--- src/tlipu_pkg.sv ---
// constants and carrier types for the two-level interrupt priority unit
package tlipu_pkg;

	// source count and widths
	localparam int unsigned NUM_SRC       = 22;
	localparam int unsigned SRC_W         = 5;
	localparam int unsigned VEC_W         = 16;
	localparam int unsigned SFR_W         = 8;

	// register addresses on the special-function register bus
	localparam logic [7:0] ADDR_MASK_BASIC  = 8'ha8;
	localparam logic [7:0] ADDR_LEVEL_BASIC = 8'hb8;
	localparam logic [7:0] ADDR_MASK_EXT1   = 8'he6;
	localparam logic [7:0] ADDR_MASK_EXT2   = 8'he7;
	localparam logic [7:0] ADDR_LEVEL_EXT1  = 8'hf6;
	localparam logic [7:0] ADDR_LEVEL_EXT2  = 8'hf7;

	// reset values
	localparam logic [7:0] RST_MASK       = 8'h00;
	localparam logic [7:0] RST_LEVEL      = 8'h00;
	localparam logic [5:0] RST_LEVEL_BASE = 6'h00;
	localparam logic [7:0] RD_UNMAPPED    = 8'h00;

	// field positions
	localparam int unsigned GATE_BIT      = 7;
	localparam int unsigned SPARE_BIT     = 6;
	localparam int unsigned BASIC_SRC_W   = 6;
	localparam logic [1:0]  LEVEL_FILL    = 2'h3;

	// service vectors: base plus eight bytes per source index
	localparam logic [15:0] VEC_BASE      = 16'h0003;
	localparam int unsigned VEC_STEP_LOG2 = 3;

	// response timing in system clocks
	localparam int unsigned DETECT_CYCLES = 1;
	localparam int unsigned CALL_CYCLES   = 4;
	localparam int unsigned RETURN_FROM_SERVICE_CYCLES   = 5;
	localparam int unsigned DIV_CYCLES    = 8;
	localparam int unsigned MIN_RESPONSE  = DETECT_CYCLES + CALL_CYCLES;
	localparam int unsigned MAX_RESPONSE  = DETECT_CYCLES + RETURN_FROM_SERVICE_CYCLES
		+ DIV_CYCLES + CALL_CYCLES;
	localparam logic [1:0]  CALL_HOLD_LOAD = 2'(CALL_CYCLES - 1);

	typedef struct packed {
		logic [7:0] addr;
		logic       wr;
		logic       rd;
		logic [7:0] wdata;
	} tlipu_sfr_req_s;

	typedef struct packed {
		logic [SRC_W-1:0] src;
		logic             level;
		logic [VEC_W-1:0] vector;
	} tlipu_grant_s;

endpackage

--- src/tlipu_core.sv ---
// two-level interrupt enable, priority arbitration and nesting tracker
`timescale 1ns/1ps

// Functional notes
// - every source has one priority bit picking low or high level
// - high level preempts a low routine; a high routine is never preempted
// - all priority bits read low level after reset
// - high level wins over low; equal levels resolved by fixed source order
// - 22 sources, lower index wins; vector is 0x0003 plus eight per index
// - pending requests are sampled and arbitrated every clock
// - fastest response is one detect clock plus four long call clocks
// - pending at return: one more instruction runs before the long call
// - worst case is 18 clocks: detect, return, divide and long call
// - equal or higher active level: wait for return plus one instruction
// - global gate bit 7 of basic mask overrides every individual mask
// - basic mask bit 6 is a plain software flag with no effect
// - basic mask bits 0 to 5 enable the six classic sources
// - basic level bits 0 to 5 select high level for the same sources
// - basic level bits 7 and 6 read ones and ignore writes
// - extended mask one enables sources 6 to 13 in order
// - extended mask two enables sources 14 to 21 in order
// - extended level one selects high level for sources 6 to 13
// - extended level two selects level for 14 to 21, resets to zero
// - all six registers decode with no regard to register page
// - flag still set after return raises a fresh request once the next instruction ends
module tlipu_core
	import tlipu_pkg::*;
(
	input  wire logic                 sys_clk_i,
	input  wire logic                 srst_i,
	input  wire tlipu_sfr_req_s       sfr_i,
	output logic       [SFR_W-1:0]    sfr_rdata_o,
	input  wire logic  [NUM_SRC-1:0]  pend_i,
	input  wire logic                 irq_ack_i,
	input  wire logic                 return_from_service_done_i,
	input  wire logic                 instr_done_i,
	output logic                      irq_req_o,
	output tlipu_grant_s              grant_o,
	output logic                      active_low_o,
	output logic                      active_high_o
);

	logic [7:0]          mask_basic;
	logic [5:0]          level_basic;
	logic [7:0]          mask_ext1;
	logic [7:0]          mask_ext2;
	logic [7:0]          level_ext1;
	logic [7:0]          level_ext2;
	logic [NUM_SRC-1:0]  mask_all;
	logic [NUM_SRC-1:0]  level_all;
	logic [NUM_SRC-1:0]  enabled;
	logic [NUM_SRC-1:0]  hi_req;
	logic [NUM_SRC-1:0]  lo_req;
	logic                hi_any;
	logic                lo_any;
	logic                blocked;
	logic                hold_next_instr;
	logic [1:0]          call_cnt;
	logic                next_req;
	tlipu_grant_s        next_grant;
	logic                wr_mask_basic;
	logic                wr_level_basic;
	logic                wr_mask_ext1;
	logic                wr_mask_ext2;
	logic                wr_level_ext1;
	logic                wr_level_ext2;

	// lowest set index of a request vector
	function automatic logic [SRC_W-1:0] lowest_idx(
		input logic [NUM_SRC-1:0] vec
	);
		logic [SRC_W-1:0] idx;
		idx = '0;
		for (int i = NUM_SRC - 1; i >= 0; i--) begin
			if (vec[i]) begin
				idx = SRC_W'(i);
			end
		end
		return idx;
	endfunction

	function automatic logic [VEC_W-1:0] vec_of(
		input logic [SRC_W-1:0] idx
	);
		return VEC_BASE + (VEC_W'(idx) << VEC_STEP_LOG2);
	endfunction

	always_comb begin
		wr_mask_basic  = sfr_i.wr && (sfr_i.addr == ADDR_MASK_BASIC);
		wr_level_basic = sfr_i.wr && (sfr_i.addr == ADDR_LEVEL_BASIC);
		wr_mask_ext1   = sfr_i.wr && (sfr_i.addr == ADDR_MASK_EXT1);
		wr_mask_ext2   = sfr_i.wr && (sfr_i.addr == ADDR_MASK_EXT2);
		wr_level_ext1  = sfr_i.wr && (sfr_i.addr == ADDR_LEVEL_EXT1);
		wr_level_ext2  = sfr_i.wr && (sfr_i.addr == ADDR_LEVEL_EXT2);
	end

	// basic mask with gate and spare flag
	always_ff @(posedge sys_clk_i) begin
		if (srst_i) begin
			mask_basic <= RST_MASK;
		end else if (wr_mask_basic) begin
			mask_basic <= sfr_i.wdata;
		end
	end

	// upper level bits are not stored
	always_ff @(posedge sys_clk_i) begin
		if (srst_i) begin
			level_basic <= RST_LEVEL_BASE;
		end else if (wr_level_basic) begin
			level_basic <= sfr_i.wdata[BASIC_SRC_W-1:0];
		end
	end

	always_ff @(posedge sys_clk_i) begin
		if (srst_i) begin
			mask_ext1 <= RST_MASK;
		end else if (wr_mask_ext1) begin
			mask_ext1 <= sfr_i.wdata;
		end
	end

	always_ff @(posedge sys_clk_i) begin
		if (srst_i) begin
			mask_ext2 <= RST_MASK;
		end else if (wr_mask_ext2) begin
			mask_ext2 <= sfr_i.wdata;
		end
	end

	// levels clear to low on reset
	always_ff @(posedge sys_clk_i) begin
		if (srst_i) begin
			level_ext1 <= RST_LEVEL;
		end else if (wr_level_ext1) begin
			level_ext1 <= sfr_i.wdata;
		end
	end

	always_ff @(posedge sys_clk_i) begin
		if (srst_i) begin
			level_ext2 <= RST_LEVEL;
		end else if (wr_level_ext2) begin
			level_ext2 <= sfr_i.wdata;
		end
	end

	// read-back, unused level bits return ones
	always_ff @(posedge sys_clk_i) begin
		if (srst_i) begin
			sfr_rdata_o <= RD_UNMAPPED;
		end else if (sfr_i.rd) begin
			case (sfr_i.addr)
				ADDR_MASK_BASIC:  sfr_rdata_o <= mask_basic;
				ADDR_LEVEL_BASIC: sfr_rdata_o <= {LEVEL_FILL, level_basic};
				ADDR_MASK_EXT1:   sfr_rdata_o <= mask_ext1;
				ADDR_MASK_EXT2:   sfr_rdata_o <= mask_ext2;
				ADDR_LEVEL_EXT1:  sfr_rdata_o <= level_ext1;
				ADDR_LEVEL_EXT2:  sfr_rdata_o <= level_ext2;
				default:          sfr_rdata_o <= RD_UNMAPPED;
			endcase
		end
	end

	// source order across the three mask registers
	always_comb begin
		mask_all  = {mask_ext2, mask_ext1, mask_basic[BASIC_SRC_W-1:0]};
		level_all = {level_ext2, level_ext1, level_basic};
	end

	// gate overrides masks; split by level
	always_comb begin
		enabled = pend_i & mask_all & {NUM_SRC{mask_basic[GATE_BIT]}};
		hi_req  = enabled & level_all;
		lo_req  = enabled & ~level_all;
		hi_any  = |hi_req;
		lo_any  = |lo_req;
	end

	// hold while a call, return or its follow-up is in flight
	always_comb begin
		blocked = hold_next_instr || return_from_service_done_i || irq_ack_i
			|| (call_cnt != 2'h0) || active_high_o;
	end

	// high first, then lowest index; preemption
	always_comb begin
		next_req   = 1'b0;
		next_grant = grant_o;
		if (!blocked) begin
			if (hi_any) begin
				next_req          = 1'b1;
				next_grant.src    = lowest_idx(hi_req);
				next_grant.level  = 1'b1;
			end else if (lo_any && !active_low_o) begin
				next_req          = 1'b1;
				next_grant.src    = lowest_idx(lo_req);
				next_grant.level  = 1'b0;
			end
		end
		next_grant.vector = vec_of(next_grant.src);
	end

	always_ff @(posedge sys_clk_i) begin
		if (srst_i) begin
			irq_req_o <= 1'b0;
			grant_o   <= '0;
		end else begin
			irq_req_o <= next_req;
			grant_o   <= next_grant;
		end
	end

	// quiet for the long call once taken
	always_ff @(posedge sys_clk_i) begin
		if (srst_i) begin
			call_cnt <= 2'h0;
		end else if (irq_ack_i && irq_req_o) begin
			call_cnt <= CALL_HOLD_LOAD;
		end else if (call_cnt != 2'h0) begin
			call_cnt <= call_cnt - 2'h1;
		end
	end

	// one instruction must finish after a return
	always_ff @(posedge sys_clk_i) begin
		if (srst_i) begin
			hold_next_instr <= 1'b0;
		end else if (return_from_service_done_i) begin
			hold_next_instr <= 1'b1;
		end else if (instr_done_i) begin
			hold_next_instr <= 1'b0;
		end
	end

	// active level tracking, return closes the innermost level
	always_ff @(posedge sys_clk_i) begin
		if (srst_i) begin
			active_low_o  <= 1'b0;
			active_high_o <= 1'b0;
		end else begin
			if (return_from_service_done_i) begin
				if (active_high_o) begin
					active_high_o <= 1'b0;
				end else begin
					active_low_o <= 1'b0;
				end
			end
			if (irq_ack_i && irq_req_o) begin
				if (grant_o.level) begin
					active_high_o <= 1'b1;
				end else begin
					active_low_o <= 1'b1;
				end
			end
		end
	end
endmodule

--- config.mk ---
export PLATFORM = sky130hd
export DESIGN_NAME = tlipu_core
export DESIGN_NICKNAME = d
export VERILOG_FILES = /design/src/tlipu_pkg.sv /design/src/tlipu_core.sv
export SDC_FILE = /design/constraint.sdc
export NUM_CORES = 1
export LEC_CHECK = 0
export ABC_CLOCK_PERIOD_IN_PS = 2200
export BUFFER_PORTS_ARGS = -buffer_cell sky130_fd_sc_hd__clkbuf_2
export CAP_MARGIN = 10
export CORE_ASPECT_RATIO = 1.2
export CORE_MARGIN = 5
export CORE_UTILIZATION = 50
export CTS_CLUSTER_SIZE = 8
export DETAILED_ROUTE_END_ITERATION = 8
export PLACE_DENSITY = 0.77
export SYNTH_ARGS = -nofsm -noshare
export SYNTH_HDL_FRONTEND = slang
export SYNTH_SLANG_ARGS = --single-unit
--- constraint.sdc ---
create_clock -name sys_clk_i -period 2.2 [get_ports sys_clk_i]
set_input_delay 0.11 -clock sys_clk_i [delete_from_list [all_inputs] [get_ports sys_clk_i]]
set_output_delay 0.11 -clock sys_clk_i [all_outputs]
set_load 0.02 [all_outputs]
---- Word level (Yosys, flattened, before mapping) ----
Index checks and enable logic that the tools add are counted.
storage, ports and cells
  bits in latches ......................... 0
  word-level logic and storage cells ...... 111
  bits in registers ....................... 82
  RAM bits ................................ 0
  memory bits (read-only) ................. 0
  memories kept ........................... 0
  input bits .............................. 45
cells by class
  $lt $le $gt $ge ......................... 0
  div/mod/pow operators ................... 0
  equality and inequality tests ........... 6
  bitwise operators ....................... 6
  reduce and logical (&&, ||, !) cells .... 21
  shifts and indexed selects .............. 0
  mux-type cells .......................... 61
  add/sub/neg operators ................... 2
  multiply operators ...................... 0
operators by type and width
  kind                 count
  $mux 5               44
  $and 22x22->22       4
  $eq 8x8->1 const B   6
  $pmux 8 s6           1
  $reduce_or 22->1     2
  $not 22->22          1
  $mux 6               3
  $mux 1               11
  $add 2x8->9 const A  1
  $logic_and 1x1->1    8
  $reduce_bool 2->1    4
  $logic_or 1x1->1     4
  $mux 2               2
  $reduce_and 2->1     1
  $reduce_or 2->1      1
  $sub 2x1->2 const B  1
  $logic_not 1->1      1
  $not 1->1            1

---- Depth between registers and ports, before layout ----
Gate-level depths: netlist of run 1.
  word-level depth ........................ 29
  gate-level depth with buffers ........... 9
  mapped depth without buffers ............ 7

---- Worst setup path after synthesis of run 1 ----
OpenSTA, ideal clock, no wires.
  path type ............................... reg2reg
  start point ............................. register mask_basic[7]
  end point ............................... register grant_o[20] (netlist name)
  path buffers ............................ 2
  clock period less this slack ............ 2.070 ns
  data arrival time ....................... 1.979 ns
  stages on the path, launching flop included .. 9
  path slack .............................. 0.130 ns
  cell sequence ........................... dfxtp_1 -> buf_6 -> buf_8 -> nand4_1 -> nand4_2 -> nor4_4 -> nand2_2 -> or4b_1 -> a311oi_1
on the way
  longest elaborated chain between the ends .. 26
  elaborated cells between the ends (all ways) .. 51
  classes of those cells .................. mux (45); bitwise (3); reduce/logical (3)
RTL lines
  element                   RTL line           RTL
  start: declaration        tlipu_core.sv:43   logic [7:0] mask_basic;
  start signal: assignment  tlipu_core.sv:102  mask_basic <= sfr_i.wdata;
  $and 22x22->22 *          tlipu_core.sv:173  enabled = pend_i & mask_all & {NUM_SRC{mask_basic[GATE_BIT]}};
  $and 22x22->22            tlipu_core.sv:175  lo_req = enabled & ~level_all;
  $mux 5 (21 in a row)      tlipu_core.sv:75   if (vec[i]) begin
  $mux 6                    tlipu_core.sv:195  end else if (lo_any && !active_low_o) begin
  $mux 6 *                  tlipu_core.sv:191  if (hi_any) begin
  $mux 6 *                  tlipu_core.sv:190  if (!blocked) begin
  end signal: assignment    tlipu_core.sv:210  grant_o <= next_grant;
  end: declaration          tlipu_core.sv:38   output tlipu_grant_s grant_o,
Every way passes the cells marked *; elsewhere a longest branch is shown, timed or not. The select of a mux whose other input is x is not followed.
A chain may end at the register's enable or synchronous reset.

---- Worst setup path after layout of run 1 ----
Same ends and word-level chain as after synthesis.

==> results of run 1 <==
==> timing repair <==
item,in CTS,in global routing
buffers inserted,0,8
cloned,0,2
pin swaps,1,4
resized for setup,3,17
hold endpoints to repair,0,0
endpoints found under the setup margin,5,6
==> worst max-delay path, stage by stage, from the launching register on <==
cell and delay, ns:
dfxtp_4 0.36, buf_12 0.13, and4b_2 0.24, or4_4 0.51, nor3_4 0.22, or4b_1 0.47, a311oi_1 0.26
==> state kept, by name, summed over array words and instances, names as in the netlist <==
| name | count |
|---|---|
| level_ext1 | 8 |
| level_ext2 | 8 |
| mask_basic | 8 |
| mask_ext1 | 8 |
| mask_ext2 | 8 |
| sfr_rdata_o | 8 |
| grant_o | 7 |
| level_basic | 6 |
| call_cnt | 2 |
| active_high_o | 1 |
| active_low_o | 1 |
| hold_next_instr | 1 |
| irq_req_o | 1 |
==> cells in the mapped netlist (3+ instances only) <==
library cell,instances,area [um^2]
nor2_1,70,263
dfxtp_1,67,1340
nand2_1,45,169
mux2i_1,39,390
a21oi_1,31,155
nand4_1,28,175
clkbuf_1,17,63.8
buf_4,15,113
nand3_1,15,75.1
nand4b_1,13,114
o21ai_0,12,60.1
inv_1,9,33.8
a31oi_1,8,50.1
mux2_2,7,78.8
nand2b_1,7,43.8
a211oi_1,6,45.0
a221oi_1,6,52.6
and4b_1,6,60.1
and3_1,4,25.0
nand4_2,4,50.1
a311oi_1,3,26.3
and2_1,3,18.8
buf_1,3,11.3
buf_2,3,15.0
nor3_1,3,15.0
o211ai_1,3,22.5
o21ai_1,3,15.0
o21bai_1,3,22.5
==> power by group <==
part | total, mW | leakage [nW] | internal (mW) | switching, mW
sequential | 1.25 | 0.543 | 1.24 | 0.0118
clock | 1.11 | 0.103 | 0.635 | 0.478
combinational | 0.264 | 1.37 | 0.103 | 0.160
==> area by class of cell <==
class	count	area share [%]
Clock buffer	11	2.83
Clock inverter	5	1.67
Timing Repair Buffer	100	13.3
Tap cell	92	2.48
Sequential cell	67	29.0
Inverter	9	0.729
Multi-Input combinational cell	360	50.0
==> path summary, 6_finish.rpt <==
kind | from | endpoint
setup / recovery | mask_basic[7]$_SDFFE_PP0P_ | grant_o[20]$_SDFFE_PP0P_
hold / removal | irq_ack_i | active_high_o$_SDFF_PP0_
setup reg to reg | mask_basic[7]$_SDFFE_PP0P_ | grant_o[20]$_SDFFE_PP0P_
hold reg to reg | mask_basic[6]$_SDFFE_PP0P_ | mask_basic[6]$_SDFFE_PP0P_
==> layer usage <==
layer  track usage [%]  share of wire, %  vias up
li1                  -                 -     1854
met1              27.3                40     1817
met2              38.2                48      198
met3              5.42               6.6       50
met4              14.3               5.5        0
met5                 0                 0        -
==> logic make-up after synthesis <==
| logic type | synth area share (%) |
|---|---|
| AND/OR/NAND/NOR | 30.4 |
| AO/OA/AOI/OAI | 13.8 |
| flip-flops | 35.1 |
| buffers and inverters | 7.17 |
| multiplexers | 12.9 |
| adder cells (fa/ha/maj) | 0.327 |
| other | 0.0982 |
| XOR/XNOR | 0.229 |
==> flow_summary_export.csv, run 1 <==
group,metric,value,unit
worst_setup_path,r2r_slack,-0.07,ns
drt,post_drt_wl_per_cell,18.0,um
synth,synth_ff_type,"dfxtp_1",
global_routing,grt_pass1_wl,17.5,mm
status,violations,"setup timing",
flow_run,maxCapViolCount,0,
floorplanning,core_area,7580,um^2
sta,rsz0062_at_grt,"yes",
min_path,worstHoldPathType,"input pin to register",
clocking,clock_path_buffers,2,
sta,setup_viol,2,
drt,final_antenna_net_count,0,
clocking,numCtsBuffers,9,
floorplanning,die_width,89.8,um
worst_setup_path,cp_max_fo,10,
cells_and_area,most-common-layout-cells,"70 x nor2_1, 68 x clkbuf_2, 66 x dfxtp_1",
drt,num_vias,3919,
global_routing,grt_pass1_vias,3529,
cells_and_area,multi_input_area,2320,um^2
power_and_ir_drop,power,2.63,mW
synth,synthCells,468,
floorplanning,die_area,9500,um^2
cells_and_area,utilization,61.2,%
clocking,htree_num_levels,3,
cells_and_area,regArea,1350,um^2
floorplanning,core.rowCount,35,
drt,vias_per_cell,6.09,
sta,fin_ws,-0.0707,ns
place,post-place-ws,-0.0520,ns
synth,synth-edff-count,0,
cells_and_area,finalNetCount,593,
power_and_ir_drop,power_density,567,nW/um^2
global_routing,antenna_found_initial,0,
cells_and_area,instances_no_fill,644,
worst_setup_path,arrival,2.54,ns
status,outcome,"complete, but fails checks",
floorplanning,start_util,50.4,%
synth,netlist_area,3820,um^2
power_and_ir_drop,ir_drop,0.437,mV
cells_and_area,drive_gt1_share,26.6,%
cells_and_area,final_common_cell,"nor2_1",
power_and_ir_drop,p_leak,2.01,nW
worst_setup_path,start_kind,"register",
clocking,ctsHoldBuffers,0,
min_path,hold_depth,3,
place,place.gp.congestion,0.956,
drt,drc,0,
sta,hold_ws,0.0330,ns
sta,max-slew-margin-rel,59.4,%
cells_and_area,fillers,688,
drt,drt-total-wl,11.6,mm
synth,synth.distinct_cells,55,
worst_setup_path,ff2ff_path_depth,6,
synth,ys_seq_elements,67,
worst_setup_path,cp.required,2.47,ns
cells_and_area,synthToLayoutAreaGrowth,21.3,%
synth,yosysWarningCount,0,
synth,ys_seq_area_share,35.1,%
sta,finalCritPeriodShare,103,%
clocking,clkSinkCount,67,
worst_setup_path,cp-end-kind,"register",
clocking,worstSkewPairLatency,0.36,ns
sta,fmax,440,MHz
sta,final.setup.tns,-0.0744,ns
global_routing,overflow,0,
drt,drt_iter0_drc,244,
clocking,cts_tree,"yes",
cells_and_area,n_antenna_cell,0,
floorplanning,io-pin-count,78,
place,port_buffers,68,
synth,synthArstFlopShare,0,%
place,placedInstanceArea,4250,um^2
place,dp_cells,618,
global_routing,gr-usage-all-layers,23.3,%
clocking,clk_pin_slew,0.07,ns
clocking,cts_root_buf,"clkbuf_8",
drt,drt_pass1_iterations,5,
sta,worstMarginPinSlew,0.609,ns
sta,drv_slew,0,
global_routing,grt_max_degree,40,
sta,final.min_clock_period,2.27,ns
worst_setup_path,worstSetupPathType,"register to register",
sta,finalHoldViolations,0,
floorplanning,die_y,106,um
sta,fin_worst_skew,0.0110,ns
synth,synth_area_per_cell,8.16,um^2
cells_and_area,fin_area,4630,um^2
place,dp_hpwl,8.78,mm
Note: power is estimated with default switching activity, not from simulation.
==> inputs of run 2 (changes only) <==
Settings changed: CORE_MARGIN 5 to 2.
==> run 2 against run 1 <==
  * The flow still finishes with violations (setup timing)
  * Wire length increased by 2.3%
  * Critical path depth decreased by 1
  * First-iteration DRC count increased by 39%
==> flow_summary_export.csv, run 2 (same netlist as run 1, synthesis figures left out) <==
group,metric,value,unit
worst_setup_path,cp.required,2.45,ns
power_and_ir_drop,power_density,532,nW/um^2
floorplanning,start_util,52.2,%
cells_and_area,fillers,648,
sta,setup_viol,1,
cells_and_area,regArea,1350,um^2
worst_setup_path,crit_path_start,"mask_basic[7]$_SDFFE_PP0P_",
power_and_ir_drop,ir_drop,0.411,mV
global_routing,grt_util_met2,46.0,%
sta,fin_worst_skew,0.0117,ns
sta,fin_ws,-0.0269,ns
drt,drt_iter0_drc,339,
worst_setup_path,crit_path_top_delay_cell,"or4_4",
sta,final.min_clock_period,2.23,ns
global_routing,grt_max_degree,41,
cells_and_area,n_antenna_cell,0,
power_and_ir_drop,power,2.52,mW
place,place.gp.congestion,1.08,
cells_and_area,drive_gt1_share,29.1,%
worst_setup_path,cpPeakStageDelay,0.51,ns
sta,hold_ws,0.0341,ns
global_routing,met3_usage,4.07,%
global_routing,gr-usage-all-layers,27.7,%
floorplanning,die_y,99.8,um
drt,post_drt_wl_per_cell,18.0,um
sta,finalHoldViolations,0,
floorplanning,die_area,8360,um^2
worst_setup_path,start_kind,"register",
power_and_ir_drop,p_leak,2.09,nW
cells_and_area,finalNetCount,614,
floorplanning,io-pin-count,78,
clocking,cts_tree,"yes",
status,violations,"setup timing",
global_routing,busiest_layer,"met2",
floorplanning,core.rowCount,34,
clocking,clock_path_buffers,2,
cells_and_area,most-common-layout-cells,"70 x nor2_1, 68 x clkbuf_2, 65 x dfxtp_1",
clocking,clkSinkCount,67,
global_routing,grt_pass1_vias,3545,
cells_and_area,synthToLayoutAreaGrowth,24.1,%
clocking,ctsHoldBuffers,0,
global_routing,use_met1,33.8,%
place,port_buffers,68,
drt,drc,0,
global_routing,overflow,0,
drt,num_vias,4026,
drt,drt-total-wl,11.9,mm
flow_run,maxCapViolCount,0,
sta,max-slew-margin-rel,54.3,%
drt,final_antenna_net_count,0,
sta,worstMarginPinSlew,0.683,ns
worst_setup_path,path_buf_inv,0,
worst_setup_path,cp_max_fo,6,
clocking,numCtsBuffers,9,
clocking,worstSkewPairLatency,0.35,ns
sta,rsz0062_at_grt,"yes",
place,dp_hpwl,8.87,mm
floorplanning,core_area,7320,um^2
sta,drv_slew,0,
cells_and_area,utilization,64.8,%
min_path,holdCritStartpoint,"return_from_service_done_i",
clocking,clk_pin_slew,0.07,ns
floorplanning,die_width,83.8,um
worst_setup_path,r2r_start,"mask_basic[7]$_SDFFE_PP0P_",
worst_setup_path,cp_cell_sequence,"and4b_2 > or4_4 > nor3_4 > or4b_1 > a311oi_1",
clocking,cts_root_buf,"clkbuf_8",
cells_and_area,multi_input_area,2310,um^2
worst_setup_path,worstSetupPathType,"register to register",
worst_setup_path,crit_family,"simple AND/OR/NAND/NOR gates",
drt,vias_per_cell,6.09,
global_routing,antenna_found_initial,0,
min_path,worstHoldPathType,"input pin to register",
status,outcome,"complete, but fails checks",
global_routing,grt_pass1_wl,17.9,mm
clocking,htree_num_levels,3,
worst_setup_path,arrival,2.48,ns
worst_setup_path,cp-end-kind,"register",
cells_and_area,final_common_cell,"nor2_1",
sta,finalCritPeriodShare,101,%
drt,drt_pass1_iterations,5,
sta,fmax,449,MHz
-- run 2: final cells by class --
class                   count  share of cell area [%]
multi-input cells         360                    48.7
clock buffers              11                    2.98
well taps                  90                    2.38
inverters                   9                   0.713
repair buffers            121                    16.0
flip-flops and latches     67                    28.4
clock inverters             3                   0.845
-- run 2: worst register-to-register path, delay by kind of cell (launching register included) --
family	cells	cell delay (ns)
AND/OR/NAND/NOR	4	1.50
flip-flops	1	0.37
AO/OA/AOI/OAI	1	0.26
-- run 2: path summary, 6_finish.rpt --
check / slack (ns) / cells after the start / endpoint
hold / removal: 0.03 / 3 / hold_next_instr$_SDFFE_PP0P_
setup reg to reg: -0.03 / 5 / grant_o[20]$_SDFFE_PP0P_
hold reg to reg: 0.46 / 2 / mask_basic[6]$_SDFFE_PP0P_
setup / recovery: -0.03 / 5 / grant_o[20]$_SDFFE_PP0P_
-- run 2: metal layers --
metal,up-vias,part of all wire (%)
met3,54,5.7
li1,1891,-
met4,0,5.9
met2,199,47
met5,-,0
met1,1882,41
-- run 2: timing repair --
item / 4_1_cts / 5_1_grt
setup endpoints to repair: 6 / 5
pin swaps: 0 / 11
resized for setup: 4 / 16
cloned: 0 / 1
buffers inserted: 0 / 10
-- run 2: where the power goes --
part           total (mW)  leakage, nW  switching [mW]  internal (mW)
Sequential           1.25        0.543          0.0142           1.24
Clock                1.00       0.0950           0.466          0.539
Combinational       0.264         1.45           0.161          0.103
Total                2.52         2.09           0.641           1.88
-- run 2: stage by stage --
| step | instances | cell area (um^2) | setup TNS (ns) | setup slack, ns |
|---|---|---|---|---|
| after floorplan | 476 | 3850 | 0 | 0.130 |
| after global placement | 636 | 4400 | -0.130 | -0.0535 |
| after detailed placement | 636 | 4400 | -0.388 | -0.105 |
| after CTS | 650 | 4590 | 0 | 0.0303 |
| after global routing | 661 | 4740 | -0.158 | -0.134 |
| final | 661 | 4740 | -0.0269 | -0.0269 |
==> inputs of run 3 (changes only) <==
Settings changed: HOLD_SLACK_MARGIN from default to 0.15.
==> run 3 against run 2 <==
  * Register-to-register slack barely moved
  * Fmax grew 0.18%
  * Global-route usage up 0.21 points
  * Sequential power is essentially flat
  * Clock-buffer cell count did not move
  * Sequential share of layout area is 0.64 points lower
  * Largest cell class unchanged
  * Clock skew hardly changed
  * Largest power group unchanged
  * Cell area increased by 2.3%
  * Die area unchanged
  * Highest routed layer unchanged
  * The run still ends with setup timing left
==> flow_summary_export.csv, run 3 (same netlist as run 1, synthesis figures left out) <==
group,metric,value,unit
status,outcome,"complete, but fails checks",
status,violations,"setup timing",
clocking,clkSinkCount,67,
sta,max-slew-margin-rel,54.9,%
cells_and_area,n_antenna_cell,0,
drt,drt-total-wl,12.0,mm
sta,setup_viol,1,
place,port_buffers,68,
sta,rsz0062_at_grt,"yes",
clocking,cts_root_buf,"clkbuf_8",
drt,vias_per_cell,5.97,
power_and_ir_drop,swShare,25.3,%
global_routing,gr-usage-all-layers,27.9,%
worst_setup_path,cp-end-kind,"register",
global_routing,overflow,0,
power_and_ir_drop,ir_drop,0.412,mV
sta,fin_ws,-0.0228,ns
power_and_ir_drop,combPwrFrac,11.1,%
clocking,worstSkewPairLatency,0.35,ns
global_routing,grt_pass1_wl,18.1,mm
power_and_ir_drop,p_leak,2.13,nW
sta,drv_slew,0,
sta,fin_worst_skew,0.0113,ns
global_routing,grt_max_degree,41,
sta,worstMarginPinSlew,0.674,ns
cells_and_area,drive_gt1_share,28.5,%
cells_and_area,finalNetCount,625,
floorplanning,die_y,99.8,um
clocking,numCtsBuffers,9,
drt,final_antenna_net_count,0,
worst_setup_path,cp_max_fo,6,
min_path,worstHoldPathType,"input pin to register",
clocking,clock_path_buffers,2,
cells_and_area,utilization,66.3,%
cells_and_area,fillers,642,
drt,drt_iter0_drc,366,
drt,drc,0,
drt,post_drt_wl_per_cell,17.8,um
floorplanning,die_width,83.8,um
cells_and_area,synthToLayoutAreaGrowth,27.0,%
clocking,clk_pin_slew,0.07,ns
worst_setup_path,cp.required,2.45,ns
drt,drt_pass1_iterations,5,
floorplanning,core_area,7320,um^2
sta,finalCritPeriodShare,101,%
sta,fmax,450,MHz
power_and_ir_drop,pwr-share-clk,39.5,%
power_and_ir_drop,power,2.53,mW
clocking,cts_tree,"yes",
worst_setup_path,worstSetupPathType,"register to register",
flow_run,maxCapViolCount,0,
global_routing,grt_pass1_vias,3594,
drt,num_vias,4015,
sta,final.min_clock_period,2.22,ns
power_and_ir_drop,seqPwrFrac,49.4,%
floorplanning,start_util,52.2,%
sta,finalHoldViolations,0,
power_and_ir_drop,switchingPower,0.641,mW
global_routing,antenna_found_initial,0,
floorplanning,die_area,8360,um^2
cells_and_area,final_common_cell,"nor2_1",
floorplanning,io-pin-count,78,
floorplanning,core.rowCount,34,
power_and_ir_drop,internal_power,1.89,mW
place,dp_hpwl,8.87,mm
place,place.gp.congestion,1.08,
sta,final.setup.tns,-0.0228,ns
power_and_ir_drop,power_density,522,nW/um^2
worst_setup_path,arrival,2.47,ns
cells_and_area,most-common-layout-cells,"70 x nor2_1, 68 x clkbuf_2, 65 x dfxtp_1",
clocking,htree_num_levels,3,
worst_setup_path,start_kind,"register",
-- run 3: worst paths after layout --
| check | start | endpoint | slack [ns] | depth (start not counted) |
|---|---|---|---|---|
| worst min-delay path | sfr_i[8] | sfr_rdata_o[7]$_SDFFE_PP0P_ | 0.17 | 2 |
| worst min register to register | mask_basic[6]$_SDFFE_PP0P_ | mask_basic[6]$_SDFFE_PP0P_ | 0.46 | 2 |
| worst max register to register | mask_basic[7]$_SDFFE_PP0P_ | grant_o[20]$_SDFFE_PP0P_ | -0.02 | 5 |
| worst max-delay path | mask_basic[7]$_SDFFE_PP0P_ | grant_o[20]$_SDFFE_PP0P_ | -0.02 | 5 |
-- run 3: through the flow --
stage	hold slack, ns	cell area, um^2	cells	setup slack, ns
after detailed placement	0.375	4400	636	-0.105
final	0.171	4850	672	-0.0228
after floorplan	0.227	3850	476	0.130
after global routing	0.206	4850	672	-0.134
after global placement	0.365	4400	636	-0.0535
after CTS	0.172	4700	661	0.0303
-- run 3: layout make-up --
class	count	area, um^2	share of cell area, %
sequential	67	1350	27.8
multi-input combinational	360	2310	47.6
clock buffer	11	141	2.91
timing repair buffer	132	868	17.9
clock inverter	3	40.0	0.825
inverter	9	33.8	0.696
tap	90	113	2.32
-- run 3: critical path, stage by stage (launching register included) --
cell and delay, ns:
dfxtp_4 0.37, and4b_2 0.26, or4_4 0.51, nor3_4 0.26
or4b_1 0.47, a311oi_1 0.25
-- run 3: what timing repair did --
action	CTS	global route
gates cloned	0	1
setup endpoints to repair	6	5
setup buffers	0	10
pin swaps	0	11
hold endpoints to repair	39	0
gates resized for setup	4	16
hold buffers	11	0
-- run 3: power groups by stage --
| stage | Combinational (mW) | Clock, mW | Sequential, mW |
|---|---|---|---|
| after global placement | 0.249 | 0 | 1.28 |
| after floorplan | 0.161 | 0 | 1.29 |
| after detailed placement | 0.260 | 0 | 1.28 |
| final | 0.280 | 1.00 | 1.25 |
| after CTS | 0.275 | 1.01 | 1.25 |
| after global routing | 0.309 | 1.06 | 1.25 |
-- run 3: layer usage --
| metal | share of wire [%] | track usage [%] | vias to the layer above | routed length [um] |
|---|---|---|---|---|
| li1 | - | - | 1914 | - |
| met1 | 41 | 33.8 | 1875 | 4880 |
| met5 | 0 | 0 | - | 0 |
| met4 | 5.8 | 17.4 | 0 | 692 |
| met3 | 5.7 | 4.07 | 52 | 683 |
| met2 | 48 | 46.5 | 174 | 5690 |
